<file path="src/core/gpio_change_port_defines.vh">
// constants for the bidirectional port with change detection
`ifndef GPIO_CHANGE_PORT_DEFINES_VH
`define GPIO_CHANGE_PORT_DEFINES_VH

// register indices; byte address is four times the index
`define IDX_PORT_DATA      10'h006
`define IDX_PULLUP_CONFIG  10'h081
`define IDX_DIRECTION      10'h086
`define IDX_INT_CONTROL    10'h00c
`define IDX_BIT_OP         10'h00d

// field positions
`define PULLUP_DIS_N_BIT   7
`define CHANGE_FLAG_BIT    0
`define CHG_HI             7
`define CHG_LO             4
`define BITOP_SET_LO       0
`define BITOP_CLR_LO       8

// reset values
`define RST_PULLUP_CONFIG  8'hff
`define RST_DIRECTION      8'hff
`define RST_LATCH          8'h00

// bus answers
`define RESP_OKAY          2'b00
`define RESP_SLVERR        2'b10

`endif

</file>
<file path="src/core/gpio_change_port.v">
// eight-pin bidirectional port with pull-ups and change detection, AXI4-Lite slave
`timescale 1ns/1ps
// Functional notes
// [RULE1] eight pins, each latch bit and direction bit
// [RULE2] direction one puts pin driver off
// [RULE3] direction zero drives latch onto pin
// [RULE4] read returns pins; write updates latch only
// [RULE5] writes store read-modified pin levels into latch; only bit-op writes do, plain port writes store the data
// [RULE6] cleared global bit enables all pull-ups; the code enables them on input pins only
// [RULE7] output pins never get a pull-up
// [RULE8] pull-ups off after reset
// [RULE9] only upper four input pins compared
// [RULE10] mismatches ORed into change flag bit zero
// [RULE11] set change flag requests wake from halt
// [RULE12] port access refreshes the compare values
// [RULE13] persisting mismatch keeps setting the flag
// [RULE14] change during a read may be missed
// [RULE15] software should not poll during change use
// [RULE16] input level overwrites latch on modify write
// [RULE17] outside must not fight a driven pin
// [RULE18] flag stays set until software clears
// [RULE19] compare each cycle on synchronised samples

`include "gpio_change_port_defines.vh"

module gpio_change_port #(
  parameter WIDTH     = 8,
  parameter ADDR_W    = 12
) (
  input  wire              aclk,
  input  wire              aresetn,
  input  wire [ADDR_W-1:0] s_axi_awaddr,
  input  wire [2:0]        s_axi_awprot,
  input  wire              s_axi_awvalid,
  output wire              s_axi_awready,
  input  wire [31:0]       s_axi_wdata,
  input  wire [3:0]        s_axi_wstrb,
  input  wire              s_axi_wvalid,
  output wire              s_axi_wready,
  output reg  [1:0]        s_axi_bresp,
  output reg               s_axi_bvalid,
  input  wire              s_axi_bready,
  input  wire [ADDR_W-1:0] s_axi_araddr,
  input  wire [2:0]        s_axi_arprot,
  input  wire              s_axi_arvalid,
  output wire              s_axi_arready,
  output reg  [31:0]       s_axi_rdata,
  output reg  [1:0]        s_axi_rresp,
  output reg               s_axi_rvalid,
  input  wire              s_axi_rready,
  input  wire [WIDTH-1:0]  pin_in,
  output wire [WIDTH-1:0]  pin_out,
  output wire [WIDTH-1:0]  pin_oe,
  output wire [WIDTH-1:0]  pullup_en,
  output wire              change_int_flag,
  output wire              wake_req
);

  localparam NCHG = `CHG_HI - `CHG_LO + 1;

  //////////////////////////////////////////////////////////////////////////////
  // register index decode, shared by read and write paths
  function [2:0] decode;
    input [ADDR_W-1:0] addr;
    begin
      case (addr[ADDR_W-1:2])
        `IDX_PORT_DATA:     decode = 3'h1;
        `IDX_PULLUP_CONFIG: decode = 3'h2;
        `IDX_DIRECTION:     decode = 3'h3;
        `IDX_INT_CONTROL:   decode = 3'h4;
        `IDX_BIT_OP:        decode = 3'h5;
        default:            decode = 3'h0;
      endcase
    end
  endfunction

  localparam SEL_NONE  = 3'h0;
  localparam SEL_PORT  = 3'h1;
  localparam SEL_PULL  = 3'h2;
  localparam SEL_DIR   = 3'h3;
  localparam SEL_INT   = 3'h4;
  localparam SEL_BITOP = 3'h5;

  // slave error for unmapped offsets, shared by both answer channels
  function [1:0] resp_for;
    input [2:0] sel;
    begin
      if (sel == SEL_NONE)
        resp_for = `RESP_SLVERR;
      else
        resp_for = `RESP_OKAY;
    end
  endfunction

  //////////////////////////////////////////////////////////////////////////////
  // state
  reg [WIDTH-1:0]  latch_r;
  reg [WIDTH-1:0]  latch_nxt;
  reg [WIDTH-1:0]  dir_r;
  reg [WIDTH-1:0]  dir_nxt;
  reg [WIDTH-1:0]  pull_cfg_r;
  reg [WIDTH-1:0]  pull_cfg_nxt;
  reg              flag_r;
  reg              flag_nxt;
  reg [NCHG-1:0]   old_r;
  reg [NCHG-1:0]   old_nxt;
  // pin samples
  reg [WIDTH-1:0]  sync1_r;
  reg [WIDTH-1:0]  sync2_r;
  reg [31:0]       rd_word_nxt;

  // bus holding registers
  reg              aw_full_r;
  reg [ADDR_W-1:0] aw_addr_r;
  reg              w_full_r;
  reg [31:0]       w_data_r;
  reg [3:0]        w_strb_r;

  //////////////////////////////////////////////////////////////////////////////
  // pin drive and pull-ups
  genvar g;
  generate
    for (g = 0; g < WIDTH; g = g + 1) begin : pin_g
      // driver on only while the direction bit is zero
      assign pin_oe[g]    = ~dir_r[g];                          // RULE2
      assign pin_out[g]   = latch_r[g] & ~dir_r[g];             // RULE3
      assign pullup_en[g] = ~pull_cfg_r[`PULLUP_DIS_N_BIT]      // RULE6
                            & dir_r[g];                         // RULE7
    end
  endgenerate

  // two-stage synchroniser; only the second stage is looked at
  always @(posedge aclk) begin
    sync1_r <= pin_in;
    sync2_r <= sync1_r;
  end

  //////////////////////////////////////////////////////////////////////////////
  // bus handshakes
  wire aw_hs   = s_axi_awvalid & s_axi_awready;
  wire w_hs    = s_axi_wvalid & s_axi_wready;
  wire ar_hs   = s_axi_arvalid & s_axi_arready;
  wire wr_go   = aw_full_r & w_full_r & ~s_axi_bvalid;
  wire [2:0] wsel = decode(aw_addr_r);
  wire [2:0] rsel = decode(s_axi_araddr);
  // a write with strobe zero is answered but changes nothing
  wire wr_commit = wr_go & w_strb_r[0];

  // one write in flight: readies drop while a word is held or answered
  assign s_axi_awready = ~aw_full_r & ~s_axi_bvalid;
  assign s_axi_wready  = ~w_full_r & ~s_axi_bvalid;
  // one read in flight: the next address waits for the data handshake
  assign s_axi_arready = ~s_axi_rvalid;

  wire port_wr = wr_commit & ((wsel == SEL_PORT) | (wsel == SEL_BITOP));
  wire port_rd = ar_hs & (rsel == SEL_PORT);

  //////////////////////////////////////////////////////////////////////////////
  // change detection
  wire [NCHG-1:0] mismatch;
  genvar c;
  generate
    for (c = 0; c < NCHG; c = c + 1) begin : chg_g
      // an output pin is left out of the comparison
      assign mismatch[c] = (sync2_r[`CHG_LO + c] ^ old_r[c])      // RULE19
                           & dir_r[`CHG_LO + c];                  // RULE9
    end
  endgenerate
  wire any_mismatch = |mismatch;                                  // RULE10

  assign change_int_flag = flag_r;
  // halt wake-up follows the flag directly
  assign wake_req        = flag_r;                                // RULE11

  //////////////////////////////////////////////////////////////////////////////
  // register next values
  // bit op: pins read, clear mask applied, then set mask
  wire [WIDTH-1:0] rmw_value = (sync2_r & ~w_data_r[`BITOP_CLR_LO +: WIDTH]) // RULE5
                               | w_data_r[`BITOP_SET_LO +: WIDTH];          // RULE16

  always @* begin
    latch_nxt    = latch_r;
    dir_nxt      = dir_r;
    pull_cfg_nxt = pull_cfg_r;
    if (wr_commit) begin
      case (wsel)
        // plain write: latch only, pins untouched
        SEL_PORT:  latch_nxt = w_data_r[WIDTH-1:0];               // RULE4
        // input levels overwrite their latch bits
        SEL_BITOP: latch_nxt = rmw_value;                         // RULE5 RULE16
        SEL_PULL:  pull_cfg_nxt = w_data_r[WIDTH-1:0];
        SEL_DIR:   dir_nxt = w_data_r[WIDTH-1:0];                 // RULE1
        default:   latch_nxt = latch_r;
      endcase
    end
  end

  //////////////////////////////////////////////////////////////////////////////
  // compare reference and change flag next values
  always @* begin
    old_nxt  = old_r;
    flag_nxt = flag_r;
    // writing zero to the flag bit clears it; writing one does nothing
    if (wr_commit && (wsel == SEL_INT)) begin
      if (!w_data_r[`CHANGE_FLAG_BIT])
        flag_nxt = 1'b0;                                          // RULE18
    end
    // a sample taken in the access cycle is the new reference, but it is also
    // compared with the old one in that cycle, so an edge landing there is still flagged
    if (port_rd || port_wr)
      old_nxt = sync2_r[`CHG_HI:`CHG_LO];                         // RULE12 RULE14
    // set beats software clear while mismatch persists
    if (any_mismatch)
      flag_nxt = 1'b1;                                            // RULE13
  end

  //////////////////////////////////////////////////////////////////////////////
  // register update
  always @(posedge aclk) begin
    if (!aresetn) begin
      latch_r    <= `RST_LATCH;
      dir_r      <= `RST_DIRECTION;
      pull_cfg_r <= `RST_PULLUP_CONFIG;                           // RULE8
      flag_r     <= 1'b0;
      // track pins during reset so no false change shows on release
      old_r      <= sync2_r[`CHG_HI:`CHG_LO];
    end else begin
      latch_r    <= latch_nxt;
      dir_r      <= dir_nxt;
      pull_cfg_r <= pull_cfg_nxt;
      flag_r     <= flag_nxt;
      old_r      <= old_nxt;
    end
  end

  //////////////////////////////////////////////////////////////////////////////
  // write channel: address and data are held until both have arrived
  always @(posedge aclk) begin
    if (!aresetn) begin
      aw_full_r <= 1'b0;
      aw_addr_r <= {ADDR_W{1'b0}};
      w_full_r  <= 1'b0;
      w_data_r  <= 32'h0000_0000;
      w_strb_r  <= 4'h0;
    end else begin
      if (aw_hs) begin
        aw_full_r <= 1'b1;
        aw_addr_r <= s_axi_awaddr;
      end else if (wr_go) begin
        aw_full_r <= 1'b0;
      end
      if (w_hs) begin
        w_full_r <= 1'b1;
        w_data_r <= s_axi_wdata;
        w_strb_r <= s_axi_wstrb;
      end else if (wr_go) begin
        w_full_r <= 1'b0;
      end
    end
  end

  // write response: one answer per write, whether its strobe commits it or not
  always @(posedge aclk) begin
    if (!aresetn) begin
      s_axi_bvalid <= 1'b0;
      s_axi_bresp  <= `RESP_OKAY;
    end else if (wr_go) begin
      s_axi_bvalid <= 1'b1;
      s_axi_bresp  <= resp_for(wsel);
    end else if (s_axi_bvalid && s_axi_bready) begin
      s_axi_bvalid <= 1'b0;
    end
  end

  //////////////////////////////////////////////////////////////////////////////
  // read data selection; unmapped offsets read as zero
  always @* begin
    rd_word_nxt = 32'h0000_0000;
    case (rsel)
      SEL_PORT:  rd_word_nxt[WIDTH-1:0] = sync2_r;                 // RULE4
      SEL_PULL:  rd_word_nxt[WIDTH-1:0] = pull_cfg_r;
      SEL_DIR:   rd_word_nxt[WIDTH-1:0] = dir_r;
      SEL_INT:   rd_word_nxt[`CHANGE_FLAG_BIT] = flag_r;           // RULE18
      SEL_BITOP: rd_word_nxt[WIDTH-1:0] = latch_r;
      default:   rd_word_nxt = 32'h0000_0000;
    endcase
  end

  //////////////////////////////////////////////////////////////////////////////
  // read channel
  always @(posedge aclk) begin
    if (!aresetn) begin
      s_axi_rvalid <= 1'b0;
      s_axi_rdata  <= 32'h0000_0000;
      s_axi_rresp  <= `RESP_OKAY;
    end else if (ar_hs) begin
      s_axi_rvalid <= 1'b1;
      s_axi_rresp  <= resp_for(rsel);
      s_axi_rdata  <= rd_word_nxt;
    end else if (s_axi_rvalid && s_axi_rready) begin
      s_axi_rvalid <= 1'b0;
    end
  end

endmodule

</file>
<file path="config.mk">
export PLATFORM = sky130hd
export DESIGN_NAME = gpio_change_port
export DESIGN_NICKNAME = d
export VERILOG_FILES = /design/src/core/gpio_change_port.v
export VERILOG_INCLUDE_DIRS = /design/src /design/src/core
export SDC_FILE = /design/constraint.sdc
export NUM_CORES = 1
export LEC_CHECK = 0
export ABC_AREA = 1
export BUFFER_PORTS_ARGS = -buffer_cell sky130_fd_sc_hd__buf_2
export CORE_UTILIZATION = 39
export DETAILED_ROUTE_END_ITERATION = 8
export PLACE_DENSITY = 0.69
export SKIP_LAST_GASP = 1
export SYNTH_ARGS = -nofsm -noshare
export SYNTH_HDL_FRONTEND = slang
export SYNTH_SLANG_ARGS = --single-unit
</file>
<file path="constraint.sdc">
create_clock -name aclk -period 1.9 [get_ports aclk]
set_clock_uncertainty 0.15 [all_clocks]
set_input_delay 0.095 -clock aclk [delete_from_list [all_inputs] [get_ports aclk]]
set_output_delay 0.095 -clock aclk [all_outputs]
set_load 0.005 [all_outputs]
</file>
Yosys cells after proc, flatten, opt, wreduce, memory -nomap -nowiden. Index checks and enable logic that the tools add are counted.

Flip-flop bits (word level): 90. Output and inout port bits: 67. Logic and storage cells: 126. Input bits: 81.

Multiplexer cells: 19. Equal/unequal tests: 22. Bitwise gates (word level): 51. Reduce and logical (&&, ||, !) cells: 17.

Operator list (count): 10-bit by 4-bit equality test with 1-bit output, second input constant (4); 10-bit by 8-bit equality test with 1-bit output, second input constant (4); 1-bit bitwise AND (30); 3-bit one-hot mux with 5 select lines (2); 7-bit one-hot mux with 4 select lines (1); 10-bit by 3-bit equality test with 1-bit output, second input constant (2); 8-bit one-hot mux with 2 select lines (1); 1-bit inverter (13); 3-bit by 2-bit equality test with 1-bit output, second input constant (4); 3-bit equality test, second input constant (4); 2-bit nonzero test (6); 1-bit 2-to-1 mux (10); 8-bit bitwise AND (1); 4-bit 2-to-1 mux (2); 8-bit inverter (1); 8-bit OR (1); 2-bit AND reduction (4); 3-bit by 1-bit equality test with 1-bit output, second input constant (2); 3-bit logical NOT (2); 1-bit one-hot mux with 5 select lines (1); 2-bit 2-to-1 mux (2); 2-bit by 1-bit inequality test with 1-bit output, second input constant (2); 4-bit OR reduction (1); 1-bit XOR (4); 3 further kinds (5).

Longest topological paths before layout.
Depth after elaboration: 8. Depth in mapped cells: 11. Mapped depth without buffers: 10.

Worst setup path before layout. No wires, ideal clock.

Kind: input port to flip-flop. Start: input s_axi_araddr[11]. End: register old_r[0], enable pin. Data arrival time: 1.340 ns. Stages on the path: 4. Setup slack: 0.028 ns. Path buffers: 1. Cells stage by stage: nor2_1 -> clkbuf_1 -> nand3_1 -> o311ai_0.

Cells in the longest elaborated chain, start to end: 6.

Ends and longest elaborated chain: start: declaration (RTL line gpio_change_port.v:43) `input wire [ADDR_W-1:0] s_axi_araddr,`; 10-bit by 4-bit equality test with 1-bit output, or another cell as far along (RTL line gpio_change_port.v:66) `case (addr[ADDR_W-1:2])`; 3-bit one-hot mux with 5 select lines * (RTL line gpio_change_port.v:66); 3-bit by 1-bit equality test with 1-bit output * (RTL line gpio_change_port.v:156) `wire port_rd = ar_hs & (rsel == SEL_PORT);`; 1-bit bitwise AND * (RTL line gpio_change_port.v:156); 1-bit logical OR * (RTL line gpio_change_port.v:210) `if (port_rd || port_wr)`; 2-bit by 1-bit inequality test with 1-bit output (no line) *; end signal: assignment (RTL line gpio_change_port.v:226) `` old_r <= sync2_r[`CHG_HI:`CHG_LO]; ``; end signal: assignment (RTL line gpio_change_port.v:232) `old_r <= old_nxt;`; end: declaration (RTL line gpio_change_port.v:105) `reg [NCHG-1:0] old_r;`.

Every way passes the cells marked *; elsewhere a longest branch is shown, timed or not. A chain may end at the register's enable or synchronous reset.

Worst setup path after layout.
Start: register aw_addr_r[4]. End: register latch_r[4].

Cells in the longest elaborated chain, start to end: 5.

Ends and longest elaborated chain: start: declaration (RTL line gpio_change_port.v:114) `reg [ADDR_W-1:0] aw_addr_r;`; start signal: assignment (RTL line gpio_change_port.v:241) `aw_addr_r <= {ADDR_W{1'b0}};`; start signal: assignment (RTL line gpio_change_port.v:248) `aw_addr_r <= s_axi_awaddr;`; 10-bit by 4-bit equality test with 1-bit output, or another cell as far along (RTL line gpio_change_port.v:66); 3-bit one-hot mux with 5 select lines * (RTL line gpio_change_port.v:66); 3-bit by 1-bit equality test with 1-bit output / 3-bit equality test (equally long branches) (RTL line gpio_change_port.v:186) `case (wsel)`; 2-bit nonzero test (no line); 2-bit AND reduction (no line); end signal: assignment (RTL line gpio_change_port.v:221) `` latch_r <= `RST_LATCH; ``; end signal: assignment (RTL line gpio_change_port.v:228) `latch_r <= latch_nxt;`; end: declaration (RTL line gpio_change_port.v:97) `reg [WIDTH-1:0] latch_r;`.

Marked as above.

==> impl.org <==
** Status
- Result of the run :: finished clean

** Power
- Proportion of total power due to net switching :: between 20% and 30%
- Leakage power figure :: 2.42 nW
- The clock network is responsible for roughly a third of the overall power.
- Per report_power, the combinational group accounts for a little under an eighth of the total.
- Switching power summed over all nets :: 0.929 mW
- The worst-case IR drop observed on VDD is roughly 0.67 mV.
- The share of total power dissipated in sequential elements is between 50% and 60%.
- Internal power :: around 2.7 mW
- Dividing total power by cell area gives a power density of 739 nW/um2.

** Placement
- Summed over all nets, the half-perimeter wirelength after detailed placement is around 7300 um.
- PortBufs :: between 90 and 100
- Routability-driven placement finished with a final weighted congestion of 0.824.
- After detailed placement, the design holds a cell count of ~700.

** Synthesis
- After Yosys synthesis, XOR and XNOR cells account for 0% of the synthesized area.
- Post-Synth Simple-Gate Area :: between 20 and 30%
- Distinct cell type count of the synthesized netlist :: 30
- Number of cells produced by synthesis :: a little over 500
- Summing the areas of all compound-gate instances in the mapped netlist gives 13.1% of the synthesized area.
- Sequential elements use roughly 46% of the synthesized area.
- Mean instance size in the synthesized netlist :: ~7.6 um2
- The portion of synthesized area spent on multiplexers is 0%.
- Cell area after synthesis :: 3820 um2
- #FFs+latches synth :: between 80 and 90
- The Yosys step of the flow raised 0 warnings.
- After synthesis, the largest family of logic cells by area is simple AND/OR/NAND/NOR gates.
- Summing the areas of all fa, ha and maj instances in the mapped netlist gives 0% of the synthesized area.

** Detailed routing
- Residual antenna-violating net count after detailed routing :: 0
- Final routed wire length divided by cell count :: around 13 um
- In the routed design, unresolved DRC markers number 0.
- Overall via count from detail_route :: 3678
- After detailed routing, the total wire length is about 10000 um.
- The pre-antenna-repair detailed-routing pass consisted of 5 iterations.
- In this run, the number of DRC markers left after iteration 0 of detailed routing was about 240.
- Using the TritonRoute via totals, the vias-per-cell ratio works out to 4.76.

** STA
- Counting I/O delays and the setup requirement, the final critical path takes about 1.7 ns.
- Max Freq :: 572 MHz
- Slew at the pin with the worst max-slew slack :: 0.680 ns
- Max Slew Vio Count :: 0
- In this run the tightest slew margin relative to its limit is a little over half.
- Final hold viol count :: 0
- The final critical path takes up 92.1% of the cycle.
- Aggregate negative setup slack :: 0 ns
- Final Setup Violations :: 0
- Unrepaired setup endpoints after global routing :: false

** Floorplan
- After floorplanning, the core was divided into 35 placement rows.
- Die footprint :: roughly 10000 um2
- Initial standard-cell utilization of the core :: 40.7%
- The core region is between 9000 and 10000 um2.
- Y dimension of the die :: 101 um
- The die is 101 um wide.
- 148 I/O pins were placed.

** Global route
- After global routing, the most crowded layer is met2.
- The number of global-route vias before repair was ~3500.
- The number of antenna violations at the first check in global routing came to 0.
- Global routing used a little over a third of the available met2 tracks.
- After global routing the overflow that remains totals 0.
- The first global-routing pass estimated between 15000 and 20000 um of wire.
- In the global route stage, met1 resource usage came out at 26.5%.
- For this run, global-route usage on met3 was measured as around 4.2%.
- Largest net degree at the start of global routing :: 31
- For this run, the total global-route usage over all layers was measured as approximately a fifth.

** Critical path
- The startpoint identified for the worst register-to-register timing path is aw_addr_r[4].
- Data arrival at the endpoint of the critical path :: approximately 1.9 ns
- The endpoint identified for the worst register-to-register timing path is latch_r[4].
- CP Launch Point :: aw_addr_r[4]
- Traced cell by cell, the critical path runs through nand2_2, nor3_4, nand2_4, nand2_4, nand2_4, buf_4, nor3_2, nor2_1.
- For this run, the slowest stage of the critical path takes ~0.47 ns.
- Highest-delay cell along the critical path :: dfxtp_1
- The critical path is of the flip-flop to flip-flop type.
- For the worst setup path, the data required time is 2.00 ns.
- Critical path fanouts, max :: 16
- Most common cell type on the critical path :: nand2_4
- Kind of start point of the critical path :: flip-flop
- Setup slack on the worst flop-to-flop path :: 0.15 ns
- Counting cells, the worst reg-to-reg path comes to 8.
- Following the worst setup path forward leads to its endpoint at latch_r[4].
- The worst setup path is captured at a flip-flop.

** Final layout
- Top library cells by usage in the layout, fill and taps aside :: 92 x buf_2, 82 x dfxtp_1, 73 x nor2_1, 71 x nand2_1, 55 x o21ai_0
- Fraction of final layout cells with drive strength greater than 1 :: between 20% and 30%
- Leading cell type in the layout, fill and taps excluded :: buf_2
- Post-route insts no fill :: just under 800
- Relative to the synthesized area, the layout overhead comes to 29.5%.
- Footprint of the multi-input gates :: 1670 um2
- Net total in the final layout :: around 720
- Fill cells in the final layout number 945.
- Summing all flip-flop and latch instances after layout gives around 1800 um2.
- N_diodes :: 0

** CTS
- Number of clock sinks :: between 80 and 90
- The clock tree synthesis step divided the H-tree into 3 levels.
- CTS tree :: built
- Clock Tree Buf Depth :: 2
- The tree is rooted in a clkbuf_8.
- Clock latency on the worst-skew pair, taken at its later pin, is around 0.36 ns.
- Counting the buffers created by CTS gives 9.
- After clock tree synthesis, the clock-pin slew on the worst setup and hold paths is roughly 0.08 ns.

** Hold path
- Classification of the worst-slack hold path :: input pin to flip-flop

** Job
- Max cap viols :: 0
==> final cells by class <==
type / instances / area share, %
Inverter: 54 / 4.10
Multi-Input combinational cell: 343 / 33.7
Timing Repair Buffer: 146 / 19.5
Sequential cell: 86 / 35.6
Clock inverter: 3 / 0.911
Clock buffer: 12 / 2.94
Tap cell: 129 / 3.26
==> sequential cells by signal, indices dropped and copies added, names as in the netlist <==
name and cells:
s_axi_rdata 8, old_r 4, w_data_r 16, change_int_flag 1
w_strb_r 1, w_full_r 1, aw_full_r 1, pull_cfg_r 8
s_axi_bresp 1, aw_addr_r 10, dir_r 8, sync2_r 8
s_axi_bvalid 1, latch_r 8, s_axi_rvalid 1, sync1_r 8
s_axi_rresp 1
==> cell families (layout without fill, tap and decap cells) <==
kind of cell | Yosys count | count (layout)
AO/OA/AOI/OAI | 95 | 95
buffers and inverters | 99 | 215
flip-flops | 86 | 86
other | 1 | 26
AND/OR/NAND/NOR | 222 | 222
==> power by group through the flow <==
stage | clock network, mW | registers [mW] | logic [mW]
floorplan | 0 | 2.00 | 0.264
global placement | 0 | 2.01 | 0.346
detailed placement | 0 | 2.02 | 0.356
CTS | 1.28 | 1.98 | 0.417
global route | 1.35 | 1.99 | 0.481
finish | 1.26 | 1.98 | 0.422
==> worst min-delay path by stage <==
stage / cells after the start / end / startpoint
2_1_floorplan: 0 / sync1_r[0] / pin_in[0]
3_3_place_gp: 1 / sync1_r[2] / pin_in[2]
3_5_place_dp: 1 / sync1_r[0] / pin_in[0]
4_1_cts: 7 / s_axi_rresp[1] / s_axi_araddr[2]
5_1_grt: 3 / w_full_r / s_axi_wvalid
6_report: 3 / w_full_r / s_axi_wvalid
==> critical path, delay by kind of cell, from the launching register on <==
kind	cells	cell delay (ns)
buffers and inverters	1	0.21
and+or+nand+nor	7	0.81
DFF	1	0.47
==> routing by layer <==
layer  share of wire (%)  wire length (um)
met2                  48              4740
met5                   0                 0
met3                 7.5               738
met1                  43              4260
met4                 1.6               157
==> cell usage after synthesis (all sizes together) <==
master / count / area [um2]
dfxtp: 82 / 1640
nand2: 78 / 323
nor2: 76 / 303
o21ai: 55 / 275
inv: 53 / 199
buf: 33 / 240
a21oi: 31 / 155
nand3: 26 / 135
nand4: 20 / 125
nor3: 20 / 151
clkbuf: 12 / 45.0
o211ai: 7 / 52.6
edfxtp: 4 / 120
clkinv: 1 / 3.75
conb: 1 / 3.75
nor3b: 1 / 7.51
nor4: 1 / 21.3
o21a: 1 / 7.51
o311ai: 1 / 8.76
==> per-stage QoR <==
| stage | hold WS, ns | setup WS (ns) | cell area, um2 | util, % | power, mW |
|---|---|---|---|---|---|
| after floorplan | -0.0273 | 0.0277 | 3910 | - | 2.26 |
| after global placement | 0.0474 | 0.0713 | 4360 | 46.5 | 2.36 |
| after detailed placement | 0.0486 | 0.0505 | 4360 | 46.5 | 2.38 |
| after CTS | 0.130 | 0.00153 | 4940 | 52.7 | 3.67 |
| after global routing | 0.155 | 0.0193 | 4940 | 52.8 | 3.82 |
| final | 0.124 | 0.151 | 4940 | 52.8 | 3.65 |
==> repair_timing <==
action / 4_1_cts / 5_1_grt
setup buffers: 0 / 0
resized for setup: 0 / 2
hold endpoints to repair: 49 / 0
hold buffers: 39 / 0
setup endpoints to repair: 0 / 13
Power figures use the tool's default switching activity.
